--- src/rtl/sac_pkg.sv ---
// Constants shared by the SAR converter control block
package sac_pkg;
    // Register indices: byte address is four times the index
    localparam logic [6:0] IDX_WAKE = 7'h10;
    localparam logic [6:0] IDX_FLAGS = 7'h15;
    localparam logic [6:0] IDX_MASK = 7'h1B;
    localparam logic [6:0] IDX_CTRL = 7'h3E;
    localparam logic [6:0] IDX_REF = 7'h3F;
    localparam logic [6:0] IDX_CHAN = 7'h40;
    localparam logic [6:0] IDX_PINL = 7'h41;
    localparam logic [6:0] IDX_PINH = 7'h42;
    localparam logic [6:0] IDX_RESL = 7'h43;
    localparam logic [6:0] IDX_RESH = 7'h44;
    localparam logic [6:0] IDX_AUXL = 7'h45;
    localparam logic [6:0] IDX_AUXH = 7'h46;
    // Field positions
    localparam int CTRL_CLK_LSB = 5;
    localparam int CTRL_GO_BIT = 4;
    localparam int CTRL_PWR_BIT = 3;
    localparam int CTRL_SHS_LSB = 0;
    localparam int REF_PIN_BIT = 1;
    localparam int REF_LVL_LSB = 2;
    localparam int EVT_BIT = 4;
    // Writable bits of the masked registers, and the common reset value
    localparam logic [7:0] REF_MASK = 8'h3E;
    localparam logic [7:0] CHAN_MASK = 8'h1F;
    localparam logic [7:0] PINH_MASK = 8'h7F;
    localparam logic [7:0] EVT_MASK = 8'h10;
    localparam logic [7:0] RST_VAL = 8'h00;
    // Converter timing in converter clock periods, trial bits and fixed selector and vector codes
    localparam logic [4:0] SAMPLE_TAD_SHS10 = 5'h08;
    localparam logic [3:0] CONV_TOP_BIT = 4'hB;
    localparam logic [11:0] SAR_FIRST = 12'h800;
    localparam logic [2:0] CLK_SEL_SUB = 3'h7;
    localparam logic [4:0] QUARTER_CHAN = 5'h1F;
    localparam logic [7:0] IRQ_VECTOR = 8'h10;
    typedef enum logic [1:0] {
        SAC_IDLE = 2'h0,
        SAC_LEAD = 2'h1,
        SAC_SAMPLE = 2'h3,
        SAC_CONV = 2'h2
    } sac_state_t;
endpackage

--- src/rtl/sac_prescaler.sv ---
// Converter clock period generator
`timescale 1ns/1ns
module sac_prescaler (
    input wire logic ref_clk,
    input wire logic reset,
    input wire logic restart,
    input wire logic [2:0] div_sel,
    input wire logic green_mode,
    input wire logic sub_clk_tick,
    output logic tad_tick
);
    function automatic logic [6:0] div_of(input logic [2:0] sel);
        unique case (sel)
            3'h0: div_of = 7'h10;
            3'h1: div_of = 7'h08;
            3'h2: div_of = 7'h04;
            3'h3: div_of = 7'h02;
            3'h4: div_of = 7'h40;
            3'h5: div_of = 7'h20;
            3'h6: div_of = 7'h01;
            3'h7: div_of = 7'h01;
        endcase
    endfunction

    logic [6:0] div;
    logic [6:0] cnt_q;
    logic use_sub;
    logic wrap;

    assign use_sub = green_mode | (div_sel == sac_pkg::CLK_SEL_SUB);
    assign div = div_of(div_sel);
    assign wrap = (cnt_q >= div - 7'h01);

    always_ff @(posedge ref_clk or posedge reset) begin
        if (reset) begin
            cnt_q <= 7'h00;
        end else if (restart) begin
            // First period ends half a period after the start at ratios 2 to 64, a full period at ratio 1
            cnt_q <= {1'b0, div[6:1]};
        end else if (wrap) begin
            cnt_q <= 7'h00;
        end else begin
            cnt_q <= cnt_q + 7'h01;
        end
    end

    assign tad_tick = ~restart & (use_sub ? sub_clk_tick : wrap);
endmodule

--- src/rtl/sac_sar_seq.sv ---
// Sample, hold and bit-trial sequencer
`timescale 1ns/1ns
module sac_sar_seq (
    input wire logic ref_clk,
    input wire logic reset,
    input wire logic start,
    input wire logic abort,
    input wire logic tad_tick,
    input wire logic [1:0] sample_sel,
    input wire logic cmp_high,
    output logic sample_hold,
    output logic busy,
    output logic done,
    output logic [11:0] code
);
    sac_pkg::sac_state_t state_q;
    logic [4:0] cnt_q;
    logic [3:0] bit_q;
    logic [4:0] len;
    logic last;

    // hold length, eight periods for code 10
    assign len = (sample_sel == 2'h2) ? sac_pkg::SAMPLE_TAD_SHS10
               : (5'h02 << sample_sel);
    assign last = tad_tick & (bit_q == 4'h0);

    always_ff @(posedge ref_clk or posedge reset) begin
        if (reset) begin
            state_q <= sac_pkg::SAC_IDLE;
        end else if (abort) begin
            state_q <= sac_pkg::SAC_IDLE;
        end else begin
            unique case (state_q)
                sac_pkg::SAC_IDLE: if (start) begin
                    state_q <= sac_pkg::SAC_LEAD;
                end
                sac_pkg::SAC_LEAD: if (tad_tick) begin
                    state_q <= sac_pkg::SAC_SAMPLE;
                end
                sac_pkg::SAC_SAMPLE:
                    if (tad_tick && cnt_q == len - 5'h01) begin
                        state_q <= sac_pkg::SAC_CONV;
                    end
                sac_pkg::SAC_CONV: if (last) begin
                    state_q <= sac_pkg::SAC_IDLE;
                end
            endcase
        end
    end

    always_ff @(posedge ref_clk or posedge reset) begin
        if (reset) begin
            cnt_q <= 5'h00;
        end else if (state_q != sac_pkg::SAC_SAMPLE) begin
            cnt_q <= 5'h00;
        end else if (tad_tick) begin
            cnt_q <= cnt_q + 5'h01;
        end
    end

    // twelve bit trials, most significant first
    always_ff @(posedge ref_clk or posedge reset) begin
        if (reset) begin
            code <= 12'h000;
            bit_q <= 4'h0;
        end else if (state_q == sac_pkg::SAC_SAMPLE) begin
            code <= sac_pkg::SAR_FIRST;
            bit_q <= sac_pkg::CONV_TOP_BIT;
        end else if (state_q == sac_pkg::SAC_CONV && tad_tick) begin
            code[bit_q] <= cmp_high;
            if (bit_q != 4'h0) begin
                code[4'(bit_q - 4'h1)] <= 1'b1;
                bit_q <= 4'(bit_q - 4'h1);
            end
        end
    end

    always_ff @(posedge ref_clk or posedge reset) begin
        if (reset) begin
            done <= 1'b0;
        end else begin
            done <= (state_q == sac_pkg::SAC_CONV) & last & ~abort;
        end
    end

    assign sample_hold = (state_q == sac_pkg::SAC_SAMPLE);
    assign busy = (state_q != sac_pkg::SAC_IDLE);
endmodule

--- src/rtl/sac_top.sv ---
// SAR converter control: registers, clocking, sequencing, wake
//
// Behaviour
// - Completed 12-bit code loads result registers
// - High holds bits 11..8, low 7..0
// - Completion sets done flag; interrupt request if enabled
// - Positive reference from pin bit, level field
// - Clock select picks main ratio or sub
// - Half-period lead, 2, 4, 8 or 16 sample, 12 conversion periods; the lead is half a period only at ratios 2 to 64
// - Conversion keeps running while core sleeps
// - Run bit clears itself at completion
// - Wake if enabled, else power converter off
// - Wake without global enable resumes next instruction
// - Wake with global enable takes vector 10
// - Done flag sets regardless of mask, global
// - Channel change on readout may clear results
// - Quarter-supply channel enables divider, others disconnect
//
// Our own choice: the Avalon-MM interface to the registers.
`timescale 1ns/1ns
module sac_top (
    input wire logic ref_clk,
    input wire logic reset,
    input wire logic [8:0] avs_address,
    input wire logic avs_read,
    input wire logic avs_write,
    input wire logic [31:0] avs_writedata,
    input wire logic [3:0] avs_byteenable,
    output logic [31:0] avs_readdata,
    output logic avs_waitrequest,
    input wire logic core_sleep,
    input wire logic green_mode,
    input wire logic global_int_on,
    input wire logic sub_clk_tick,
    input wire logic cmp_high,
    output logic sample_hold,
    output logic [11:0] sar_code,
    output logic conv_busy,
    output logic converter_power_on,
    output logic pos_ref_pin_select,
    output logic [1:0] internal_ref_level_select,
    output logic [4:0] input_channel_select,
    output logic [14:0] analog_pin_enables,
    output logic quarter_div_enable,
    output logic conv_wake,
    output logic conv_irq_req,
    output logic conv_vector_req,
    output logic [7:0] conv_irq_vector
);
    logic ack_q;
    logic req;
    logic [6:0] idx;
    logic wr_ok;
    logic [7:0] wd;
    logic [31:0] rdata_q;

    logic [7:0] ctrl_q;
    logic [7:0] ref_q;
    logic [7:0] chan_q;
    logic [7:0] pinl_q;
    logic [7:0] pinh_q;
    logic [7:0] resl_q;
    logic [7:0] resh_q;
    logic [7:0] auxl_q;
    logic [7:0] auxh_q;
    logic wake_en_q;
    logic flag_q;
    logic irq_en_q;
    logic go_q;
    logic shut_q;
    logic wake_q;

    logic wr_ctrl;
    logic wd_go;
    logic wd_pwr;
    logic start;
    logic abort;
    logic tad_tick;
    logic done;
    logic [11:0] code;
    logic seq_busy;

    function automatic logic hit(
        input logic ok,
        input logic [6:0] a,
        input logic [6:0] t
    );
        hit = ok & (a == t);
    endfunction

    // Bus slave: one wait state on every access
    assign req = avs_read | avs_write;
    assign avs_waitrequest = req & ~ack_q;
    assign idx = avs_address[8:2];
    assign wd = avs_writedata[7:0];
    assign wr_ok = avs_write & ack_q & avs_byteenable[0]
                 & (avs_address[1:0] == 2'h0);

    always_ff @(posedge ref_clk or posedge reset) begin
        if (reset) begin
            ack_q <= 1'b0;
        end else begin
            ack_q <= req & ~ack_q;
        end
    end

    // Read data sampled in the wait cycle, held for the accept edge
    always_ff @(posedge ref_clk or posedge reset) begin
        if (reset) begin
            rdata_q <= 32'h0000_0000;
        end else if (avs_read && !ack_q) begin
            unique case (idx)
                sac_pkg::IDX_WAKE:
                    rdata_q <= {27'h0, wake_en_q, 4'h0};
                sac_pkg::IDX_FLAGS:
                    rdata_q <= {27'h0, flag_q, 4'h0};
                sac_pkg::IDX_MASK:
                    rdata_q <= {27'h0, irq_en_q, 4'h0};
                sac_pkg::IDX_CTRL:
                    rdata_q <= {24'h0, ctrl_q[7:5], go_q, ctrl_q[3:0]};
                sac_pkg::IDX_REF: rdata_q <= {24'h0, ref_q};
                sac_pkg::IDX_CHAN: rdata_q <= {24'h0, chan_q};
                sac_pkg::IDX_PINL: rdata_q <= {24'h0, pinl_q};
                sac_pkg::IDX_PINH: rdata_q <= {24'h0, pinh_q};
                sac_pkg::IDX_RESL: rdata_q <= {24'h0, resl_q};
                sac_pkg::IDX_RESH: rdata_q <= {24'h0, resh_q};
                sac_pkg::IDX_AUXL: rdata_q <= {24'h0, auxl_q};
                sac_pkg::IDX_AUXH: rdata_q <= {24'h0, auxh_q};
                // Unmapped addresses read as zero
                default: rdata_q <= 32'h0000_0000;
            endcase
        end
    end

    assign avs_readdata = rdata_q;

    // Control register writes
    assign wr_ctrl = hit(wr_ok, idx, sac_pkg::IDX_CTRL);
    assign wd_go = wd[sac_pkg::CTRL_GO_BIT];
    assign wd_pwr = wd[sac_pkg::CTRL_PWR_BIT];

    always_ff @(posedge ref_clk or posedge reset) begin
        if (reset) begin
            ctrl_q <= sac_pkg::RST_VAL;
        end else if (wr_ctrl) begin
            ctrl_q <= wd;
        end
    end

    always_ff @(posedge ref_clk or posedge reset) begin
        if (reset) begin
            ref_q <= sac_pkg::RST_VAL;
        end else if (hit(wr_ok, idx, sac_pkg::IDX_REF)) begin
            ref_q <= wd & sac_pkg::REF_MASK;
        end
    end

    always_ff @(posedge ref_clk or posedge reset) begin
        if (reset) begin
            chan_q <= sac_pkg::RST_VAL;
        end else if (hit(wr_ok, idx, sac_pkg::IDX_CHAN)) begin
            chan_q <= wd & sac_pkg::CHAN_MASK;
        end
    end

    always_ff @(posedge ref_clk or posedge reset) begin
        if (reset) begin
            pinl_q <= sac_pkg::RST_VAL;
            pinh_q <= sac_pkg::RST_VAL;
        end else begin
            if (hit(wr_ok, idx, sac_pkg::IDX_PINL)) begin
                pinl_q <= wd;
            end
            if (hit(wr_ok, idx, sac_pkg::IDX_PINH)) begin
                pinh_q <= wd & sac_pkg::PINH_MASK;
            end
        end
    end

    // Spare value pair, plain storage for software
    always_ff @(posedge ref_clk or posedge reset) begin
        if (reset) begin
            auxl_q <= sac_pkg::RST_VAL;
            auxh_q <= sac_pkg::RST_VAL;
        end else begin
            if (hit(wr_ok, idx, sac_pkg::IDX_AUXL)) begin
                auxl_q <= wd;
            end
            if (hit(wr_ok, idx, sac_pkg::IDX_AUXH)) begin
                auxh_q <= wd;
            end
        end
    end

    always_ff @(posedge ref_clk or posedge reset) begin
        if (reset) begin
            wake_en_q <= 1'b0;
            irq_en_q <= 1'b0;
        end else begin
            if (hit(wr_ok, idx, sac_pkg::IDX_WAKE)) begin
                wake_en_q <= wd[sac_pkg::EVT_BIT];
            end
            if (hit(wr_ok, idx, sac_pkg::IDX_MASK)) begin
                irq_en_q <= wd[sac_pkg::EVT_BIT];
            end
        end
    end

    // a one written to run while idle and powered starts
    assign start = wr_ctrl & wd_go & wd_pwr & ~go_q;
    // Clearing run or power mid-conversion abandons it
    assign abort = go_q & wr_ctrl & ~(wd_go & wd_pwr);

    // run bit falls when the code is complete
    always_ff @(posedge ref_clk or posedge reset) begin
        if (reset) begin
            go_q <= 1'b0;
        end else if (done) begin
            go_q <= 1'b0;
        end else if (wr_ctrl) begin
            go_q <= wd_go & wd_pwr;
        end
    end

    // ratio periods counted from the run write, sub clock ticks run free
    sac_prescaler u_prescaler (
        .ref_clk(ref_clk),
        .reset(reset),
        .restart(start),
        .div_sel(ctrl_q[sac_pkg::CTRL_CLK_LSB +: 3]),
        .green_mode(green_mode),
        .sub_clk_tick(sub_clk_tick),
        .tad_tick(tad_tick)
    );

    // sequencing never looks at the sleep state
    sac_sar_seq u_seq (
        .ref_clk(ref_clk),
        .reset(reset),
        .start(start),
        .abort(abort),
        .tad_tick(tad_tick),
        .sample_sel(ctrl_q[sac_pkg::CTRL_SHS_LSB +: 2]),
        .cmp_high(cmp_high),
        .sample_hold(sample_hold),
        .busy(seq_busy),
        .done(done),
        .code(code)
    );

    // upper four bits high, lower eight low
    // a new channel value clears the results
    always_ff @(posedge ref_clk or posedge reset) begin
        if (reset) begin
            resl_q <= sac_pkg::RST_VAL;
            resh_q <= sac_pkg::RST_VAL;
        end else if (done) begin
            resl_q <= code[7:0];
            resh_q <= {4'h0, code[11:8]};
        end else if (hit(wr_ok, idx, sac_pkg::IDX_CHAN)
                     && (wd & sac_pkg::CHAN_MASK) != chan_q) begin
            resl_q <= sac_pkg::RST_VAL;
            resh_q <= sac_pkg::RST_VAL;
        end
    end

    // flag sets without regard to mask or global enable
    // so it is set whenever the interrupt is enabled too
    always_ff @(posedge ref_clk or posedge reset) begin
        if (reset) begin
            flag_q <= 1'b0;
        end else if (done) begin
            // A completion beats a clearing write in the same cycle
            flag_q <= 1'b1;
        end else if (hit(wr_ok, idx, sac_pkg::IDX_FLAGS)) begin
            flag_q <= wd[sac_pkg::EVT_BIT];
        end
    end

    // completion in sleep without wake enable powers the converter off
    always_ff @(posedge ref_clk or posedge reset) begin
        if (reset) begin
            shut_q <= 1'b0;
        end else if (done && core_sleep && !wake_en_q) begin
            shut_q <= 1'b1;
        end else if (wr_ctrl || !core_sleep) begin
            shut_q <= 1'b0;
        end
    end

    // an enabled, globally allowed request also wakes
    always_ff @(posedge ref_clk or posedge reset) begin
        if (reset) begin
            wake_q <= 1'b0;
        end else begin
            wake_q <= done & core_sleep
                    & (wake_en_q | (irq_en_q & global_int_on));
        end
    end

    assign conv_wake = wake_q;
    // no vector without global enable, core resumes in line
    assign conv_irq_req = flag_q & irq_en_q;
    // vector request only with global enable
    assign conv_vector_req = flag_q & irq_en_q & global_int_on;
    assign conv_irq_vector = sac_pkg::IRQ_VECTOR;

    assign converter_power_on = ctrl_q[sac_pkg::CTRL_PWR_BIT] & ~shut_q;
    assign conv_busy = seq_busy;
    assign sar_code = code;
    assign pos_ref_pin_select = ref_q[sac_pkg::REF_PIN_BIT];
    assign internal_ref_level_select = ref_q[sac_pkg::REF_LVL_LSB +: 2];
    assign input_channel_select = chan_q[4:0];
    assign analog_pin_enables = {pinh_q[6:0], pinl_q};
    // divider draws current only on its own channel
    assign quarter_div_enable = (chan_q[4:0] == sac_pkg::QUARTER_CHAN);
endmodule

--- config.mk ---
export PLATFORM = sky130hd
export DESIGN_NAME = sac_top
export DESIGN_NICKNAME = d
export VERILOG_FILES = /design/src/rtl/sac_pkg.sv /design/src/rtl/sac_prescaler.sv /design/src/rtl/sac_sar_seq.sv /design/src/rtl/sac_top.sv
export SDC_FILE = /design/constraint.sdc
export NUM_CORES = 1
export LEC_CHECK = 0
export ABC_AREA = 1
export BUFFER_PORTS_ARGS = -buffer_cell sky130_fd_sc_hd__buf_2
export CAP_MARGIN = 20
export CORE_MARGIN = 1
export CORE_UTILIZATION = 47
export CTS_CLUSTER_DIAMETER = 100
export DETAILED_ROUTE_END_ITERATION = 8
export GPL_TIMING_DRIVEN = 0
export PLACE_DENSITY = 0.71
export SLEW_MARGIN = 10
export SYNTH_ARGS = -nofsm -noshare
export SYNTH_HDL_FRONTEND = slang
export SYNTH_SLANG_ARGS = --single-unit
--- constraint.sdc ---
create_clock -name ref_clk -period 5.8 [get_ports ref_clk]
set_clock_uncertainty 0.2 [all_clocks]
set_input_delay 0.58 -clock ref_clk [delete_from_list [all_inputs] [get_ports ref_clk]]
set_output_delay 0.58 -clock ref_clk [all_outputs]
set_load 0.01 [all_outputs]
==> results of run 1 <==
[worst max-delay path: stages, from the launching register on]
cell and delay (ns):
dfrtp_1 0.46, inv_1 0.17, nand3_1 0.14, ha_1 0.29
nand2_1 0.06, nor2_1 0.10, o21ai_0 0.11, nand4_1 0.13
nand3_4 0.13, nor2_2 0.19, buf_4 0.23, o211ai_1 0.12
o21ai_2 0.07
[repair_timing]
action                    CTS  global route
hold endpoints to repair   18             0
hold buffers                1             0
setup buffers               0             0
[through the flow]
step           instance area, sq um  instances  hold WS, ns
2_1_floorplan                  5970        770        0.253
3_3_place_gp                   6560       1014        0.257
3_5_place_dp                   6590       1015        0.259
4_1_cts                        6900       1031        0.257
5_1_grt                        6900       1031        0.267
6_report                       6900       1031        0.262
[logic make-up after synthesis]
group / after synthesis / synth area share, %
other: 2 / 0.128
flip-flops: 106 / 45.3
adder cells (fa/ha/maj): 13 / 2.78
AND/OR/NAND/NOR: 310 / 22.8
AO/OA/AOI/OAI: 155 / 15.9
XOR/XNOR: 7 / 1.05
buffers and inverters: 146 / 12.0
[power breakdown]
group          switching [mW]  internal [mW]
Combinational           0.378          0.212
Clock                   0.267          0.345
Sequential             0.0664          0.810
[final timing paths]
check / startpoint / endpoint / depth (start not counted)
min: avs_writedata[2] / chan_q[2]$_DFFE_PP0P_ / 3
max: ctrl_q[6]$_DFFE_PP0P_ / u_seq.code[0]$_DFFE_PP0P_ / 12
min in group asynchronous: reset / u_seq.state_q[1]$_DFFE_PP0P_ / 3
max reg2reg: ctrl_q[6]$_DFFE_PP0P_ / u_seq.code[0]$_DFFE_PP0P_ / 12
max in group asynchronous: reset / pinl_q[2]$_DFFE_PP0P_ / 4
min reg2reg: avs_readdata[4]$_DFFE_PP0P_ / avs_readdata[4]$_DFFE_PP0P_ / 2
[state kept, by name, summed over array words and instances (netlist names), 8 cells and up]
name / flops
pinl_q: 8
avs_readdata: 8
u_seq.code: 12
resl_q: 8
auxh_q: 8
auxl_q: 8
[layout make-up]
class	instances	area share, %
repair buffers	78	6.06
clock inverters	4	0.762
plain buffers	46	4.68
well taps	168	3.05
flip-flops and latches	106	38.4
multi-input cells	518	37.9
inverters	100	5.59
clock buffers	11	3.52
[Yosys cell counts, types with 3 or more instances]
| library cell | number |
|---|---|
| buf_4 | 36 |
| o22ai_1 | 14 |
| nand2_1 | 199 |
| nand4_1 | 8 |
| a21oi_1 | 14 |
| o2bb2ai_2 | 3 |
| nor2_2 | 3 |
| o21ai_2 | 5 |
| nor3_1 | 7 |
| dfrtp_1 | 106 |
| inv_1 | 94 |
| ha_1 | 13 |
| xor2_1 | 5 |
| clkinv_1 | 3 |
| nand3_1 | 39 |
| o21ai_0 | 97 |
| nor2_1 | 42 |
| clkbuf_1 | 6 |
[routing by layer]
metal / routed length [um] / GRT usage [%] / vias to the layer above
met4: 143 / 5.70 / 0
met1: 6680 / 32.0 / 2428
li1: - / - / 2583
met5: 0 / 0 / -
met3: 753 / 5.53 / 13
met2: 6780 / 38.0 / 141
==> summary.md, run 1 <==
| Metric | Value |
|---|---|
| Area of the multi-input gates | `2620 sq um` |
| Core area | `12,100 sq um` |
| All-Layer GR Usage | `23.5%` |
| Clock Sinks | `106` |
| WL final | `14,400 um` |
| Global-route wire length before repair | `23,500 um` |
| Status | `finished, final reports clean` |
| Vias post-DR | `5,165` |
| Power Density | `301 nW/um^2` |
| FF+latch area | `2650 sq um` |
| Initial Util | `48.5%` |
| Detailed placement HPWL | `11,000 um` |
| Area Growth Syn to Fin | `17.8%` |
| Clock latency at the later pin of the worst-skew pair | `0.35 ns` |
| Flop and latch count out of synthesis | `106` |
| Setup violators final | `0` |
| Post-synth EDFFs | `0` |
| Worst hold path type | `input pin to flip-flop` |
| Crit path DAT | `2.53 ns` |
| Finished Core Util | `57.2%` |
| Die height | `114 um` |
| FP Rows | `40` |
| Worst reg2reg setup slack | `3.35 ns` |
| DRT antenna net count | `0` |
| Most common cell after layout, fill and taps aside | `nand2_1` |
| TritonCTS clock tree | `yes` |
| Post-synth top area share | `45.3%` |
| Synth cell types | `50` |
| Min cycle time layout | `2.45 ns` |
| Die Wd | `114 um` |
| DRT iter0 DRCs | `302` |
| Num CTS Buffers | `9` |
| Io pins | `137` |
| Fin nets | `926` |
| Seq/Total Area, Yosys | `45.3%` |
| Leak pwr | `3.58 nW` |
| Worst Setup Slack post-DPL | `3.34 ns` |
| Critical path launch point type | `flip-flop` |
| Wirelength per Cell | `13.9 um` |
| Total number of H-tree levels | `3` |
| Netlist Area Pre-Place | `5850 sq um` |
| Via density | `5.01` |
| Number of global-route vias before repair | `4,798` |
| Routability cong. | `0.892` |
| Die ar. | `12,900 sq um` |
| Area leader, netlist | `dfrtp_1` |
| Pre-Repair DR Iteration Count | `5` |
| Yosys warnings | `0` |
| # Max-Cap Violations | `0` |
| Crit path required time | `5.88 ns` |
| Prevailing post-synth register cell | `dfrtp_1` |
| Layout cells sized above 1 | `18.3%` |
| Worst vdd ir | `0.000260 V` |
| Synth async-reset ratio | `100%` |
| Buffers added on ports | `76` |
| Fin crit share | `42.3%` |
| Clock transition at path regs | `0.07 ns` |
| CTS max path bufs | `2` |
| Fillers | `1,131` |
| Syn_area_per_cell | `7.92 sq um` |
| Final setup TNS | `0 ns` |
| Worst-path maximum fanout | `10` |
| Setup CP Type | `flip-flop to flip-flop` |
| Antenna violations before repair | `0` |
| Max Freq | `0.408 GHz` |
| Residual DRC | `0` |
| Total power | `2.08 mW` |
| Grt ovf | `0` |
| Max Slew Vio Count | `0` |
| Largest net degree at the start of global routing | `89` |
| Mapped Cells | `739` |
| CTS resizes | `0` |
| RSZ-0062 raised after global routing | `false` |
| # diodes | `0` |
| Fin. Hold Viols | `0` |
| Most frequent cells in the layout | `199 x nand2_1, 106 x dfrtp_1, 97 x o21ai_0, 93 x inv_1, 78 x buf_2` |
| Ranking of synthesized cells by area | `dfrtp_1 45%, nand2_1 13%, o21ai_0 8.3%` |
| Final worst setup slack | `3.35 ns` |
| Endpoint type of the worst setup path | `flip-flop` |
| Root Buffer | `clkbuf_16` |
No activity file was read; power rests on OpenSTA's default activity.
==> run 2, diff against run 1 <==
--- a/config.mk
+++ b/config.mk
@@ -5,7 +5,7 @@
 export SDC_FILE = /design/constraint.sdc
 export NUM_CORES = 1
 export LEC_CHECK = 0
-export ABC_AREA = 1
+export ABC_AREA = 0
 export BUFFER_PORTS_ARGS = -buffer_cell sky130_fd_sc_hd__buf_2
 export CAP_MARGIN = 20
 export CORE_MARGIN = 1
==> constraint.sdc (replaced) <==
create_clock -name ref_clk -period 2.5 [get_ports ref_clk]
set_clock_uncertainty 0.2 [all_clocks]
set_input_delay 0.25 -clock ref_clk [delete_from_list [all_inputs] [get_ports ref_clk]]
set_output_delay 0.25 -clock ref_clk [all_outputs]
set_load 0.01 [all_outputs]
==> run 2 against run 1 <==
Net effect: combinational power increased by 140%; critical path depth decreased by 1; the flow now finishes with violations (negative setup slack); non-clock buffer count increased by 49; sequential share of layout area decreased by 3.6 points.
==> summary.md, run 2 <==
| Metric | Value |
|---|---|
| Global-route wire length before repair | `27,500 um` |
| DRT antenna net count | `0` |
| Final worst setup slack | `-0.124 ns` |
| Fin crit share | `105%` |
| Slowest CP cell | `dfrtp_2` |
| Crit path buf inv count | `3` |
| Area leader, netlist | `dfrtp_1` |
| CTS max path bufs | `2` |
| Clock transition at path regs | `0.08 ns` |
| Netlist Area Pre-Place | `6030 sq um` |
| Die height | `115 um` |
| Wirelength per Cell | `18.8 um` |
| Rel. slew slack | `41.0%` |
| Setup violators final | `20` |
| Synth async-reset ratio | `100%` |
| Critical Path Max Stage Delay | `0.44 ns` |
| Antenna violations before repair | `0` |
| Flop and latch count out of synthesis | `106` |
| FP Rows | `41` |
| Prevailing post-synth register cell | `dfrtp_1` |
| Total number of H-tree levels | `3` |
| Detailed placement HPWL | `12,500 um` |
| Residual DRC | `0` |
| Fillers | `1,024` |
| Cell family with most CP delay | `compound AO/OA/AOI/OAI gates` |
| Clock latency at the later pin of the worst-skew pair | `0.37 ns` |
| Critical path launch point type | `flip-flop` |
| Layout cells sized above 1 | `32.8%` |
| Clock Sinks | `106` |
| Crit path DAT | `2.71 ns` |
| Most frequent cells in the layout | `104 x dfrtp_1, 82 x buf_2, 61 x nand2_1, 49 x buf_4, 42 x mux2_2` |
| Fin. Hold Viols | `0` |
| Post-synth EDFFs | `0` |
| Max Slew Vio Count | `0` |
| Max Freq | `0.381 GHz` |
| Fin nets | `822` |
| TritonCTS clock tree | `yes` |
| Worst-path maximum fanout | `6` |
| Grt ovf | `0` |
| Via density | `5.67` |
| Post-synth top area share | `44.0%` |
| Worst-margin pin slew | `0.883 ns` |
| Crit path required time | `2.58 ns` |
| Most common cell after layout, fill and taps aside | `dfrtp_1` |
| Seq/Total Area, Yosys | `44.0%` |
| Setup CP Type | `flip-flop to flip-flop` |
| Largest Register | `u_seq.code` |
| Largest net degree at the start of global routing | `39` |
| Yosys warnings | `0` |
| Status | `complete, but fails checks` |
| Root Buffer | `clkbuf_16` |
| Initial Util | `48.0%` |
| Finished Core Util | `60.6%` |
| Cell repeated most along the worst path | `buf_6` |
| # Max-Cap Violations | `0` |
| Vias post-DR | `5,281` |
| All-Layer GR Usage | `27.9%` |
| # diodes | `0` |
| Power Density | `643 nW/um^2` |
| WL final | `17,600 um` |
| Num CTS Buffers | `9` |
| WHS | `0.0121 ns` |
| Endpoint type of the worst setup path | `flip-flop` |
| Worst hold path type | `input pin to flip-flop` |
| Failing checks | `negative setup slack` |
| DRT iter0 DRCs | `392` |
| Mapped Cells | `606` |
| Core area | `12,600 sq um` |
| Number of global-route vias before repair | `5,035` |
| Count leader, synth | `dfrtp_1` |
| Pre-Repair DR Iteration Count | `5` |
| RSZ-0062 raised after global routing | `true` |
| Leak pwr | `3.66 nW` |
| Critical Path, Cell by Cell | `inv_2 > a21o_1 > ha_4 > o21a_1 > nor2_2 > o31a_1 > a21boi_4 > buf_6 > buf_6 > a22oi_1 > a31oi_1` |
| Min cycle time layout | `2.62 ns` |
| Die Wd | `115 um` |
| Area Growth Syn to Fin | `26.2%` |
| Routability cong. | `0.916` |
| Synth cell count leaders | `106 x dfrtp_1, 63 x nand2_1, 42 x mux2_2` |
| Syn_area_per_cell | `9.96 sq um` |
| Die ar. | `13,300 sq um` |
| Max reg flops | `12` |
| Ranking of synthesized cells by area | `dfrtp_1 44%, mux2_2 7.8%, buf_4 4.2%` |
| Io pins | `137` |
| Synth cell types | `74` |
| Buffers added on ports | `75` |
| Worst vdd ir | `0.000353 V` |
[run 2: cell count changes after synthesis, moves of 15 or more]
cell,before,now
nand3_1,39,24
inv_1,94,13
mux2_2,0,42
a22o_1,1,21
nand2_1,199,63
o21ai_0,97,20
[run 2: where the power goes]
part / switching (mW) / internal, mW
clock network: 0.723 / 0.705
logic: 0.779 / 0.639
registers: 0.193 / 1.86
total: 1.70 / 3.20
[run 2: layout make-up]
cell class	instances	area (sq um)	share of cell area (%)
buffer	65	414	5.44
clock buffer	9	225	2.96
timing repair buffer	108	707	9.29
inverter	14	56.3	0.740
tap	172	215	2.83
multi-input combinational	451	3270	43.0
clock inverter	7	67.6	0.888
sequential	106	2660	34.9
[run 2: cells by family (layout without fill, tap and decap cells)]
family                   count (synthesis)  count (layout)  synth area share [%]
AO/OA/AOI/OAI                          159             159                  18.4
multiplexers                            53              53                  9.91
XOR/XNOR                                11              11                  1.60
flip-flops                             106             106                  44.0
other                                    2              33                 0.124
adder cells (fa/ha/maj)                 13              13                  2.70
buffers and inverters                   80             203                  7.51
AND/OR/NAND/NOR                        182             182                  15.8
[run 2: through the flow]
| stage | setup TNS (ns) | cell area [sq um] | worst slack (ns) | power [mW] | instances |
|---|---|---|---|---|---|
| floorplan | -0.0000346 | 6170 | -0.0000346 | 2.80 | 637 |
| global placement | -7.59 | 6760 | -0.303 | 3.10 | 884 |
| detailed placement | -9.65 | 6820 | -0.377 | 3.15 | 887 |
| CTS | -1.10 | 7510 | -0.129 | 4.81 | 926 |
| global route | -3.09 | 7610 | -0.198 | 5.14 | 932 |
| finish | -1.32 | 7610 | -0.124 | 4.90 | 932 |
[run 2: timing repair]
action                     CTS  global route
setup buffers               15             6
cloned                       1             0
pin swaps                   17            23
hold endpoints to repair    44             0
resized for setup           38            15
hold buffers                 8             0
setup endpoints to repair   41            39
[run 2: worst paths after layout]
check / from / endpoint / slack (ns) / cells past startpoint
worst max-delay path: ctrl_q[7]$_DFFE_PP0P_ / u_seq.code[7]$_DFFE_PP0P_ / -0.12 / 11
worst min register to register: ack_q$_DFF_PP0_ / ack_q$_DFF_PP0_ / 0.27 / 1
worst max register to register: ctrl_q[7]$_DFFE_PP0P_ / u_seq.code[7]$_DFFE_PP0P_ / -0.12 / 11
min in group asynchronous: reset / u_seq.cnt_q[1]$_DFFE_PP0P_ / 0.19 / 3
worst min-delay path: avs_writedata[0] / ctrl_q[0]$_DFFE_PP0P_ / 0.01 / 3
max in group asynchronous: reset / auxl_q[5]$_DFFE_PP0P_ / 0.99 / 6
[run 2: metal layers]
| layer | up-vias | global-route usage (%) | share of wire [%] |
|---|---|---|---|
| li1 | 2441 | - | - |
| met1 | 2550 | 37.6 | 43 |
| met2 | 252 | 43.8 | 46 |
| met3 | 38 | 5.59 | 7.7 |
| met4 | 0 | 11.4 | 2.7 |
| met5 | - | 0 | 0 |
[run 2: worst register-to-register path, cell delays in order, from the launching register on]
cell,delay (ns)
dfrtp_2,0.44
inv_2,0.09
a21o_1,0.21
ha_4,0.27
o21a_1,0.14
nor2_2,0.06
o31a_1,0.33
a21boi_4,0.25
buf_6,0.18
buf_6,0.13
a22oi_1,0.08
a31oi_1,0.17
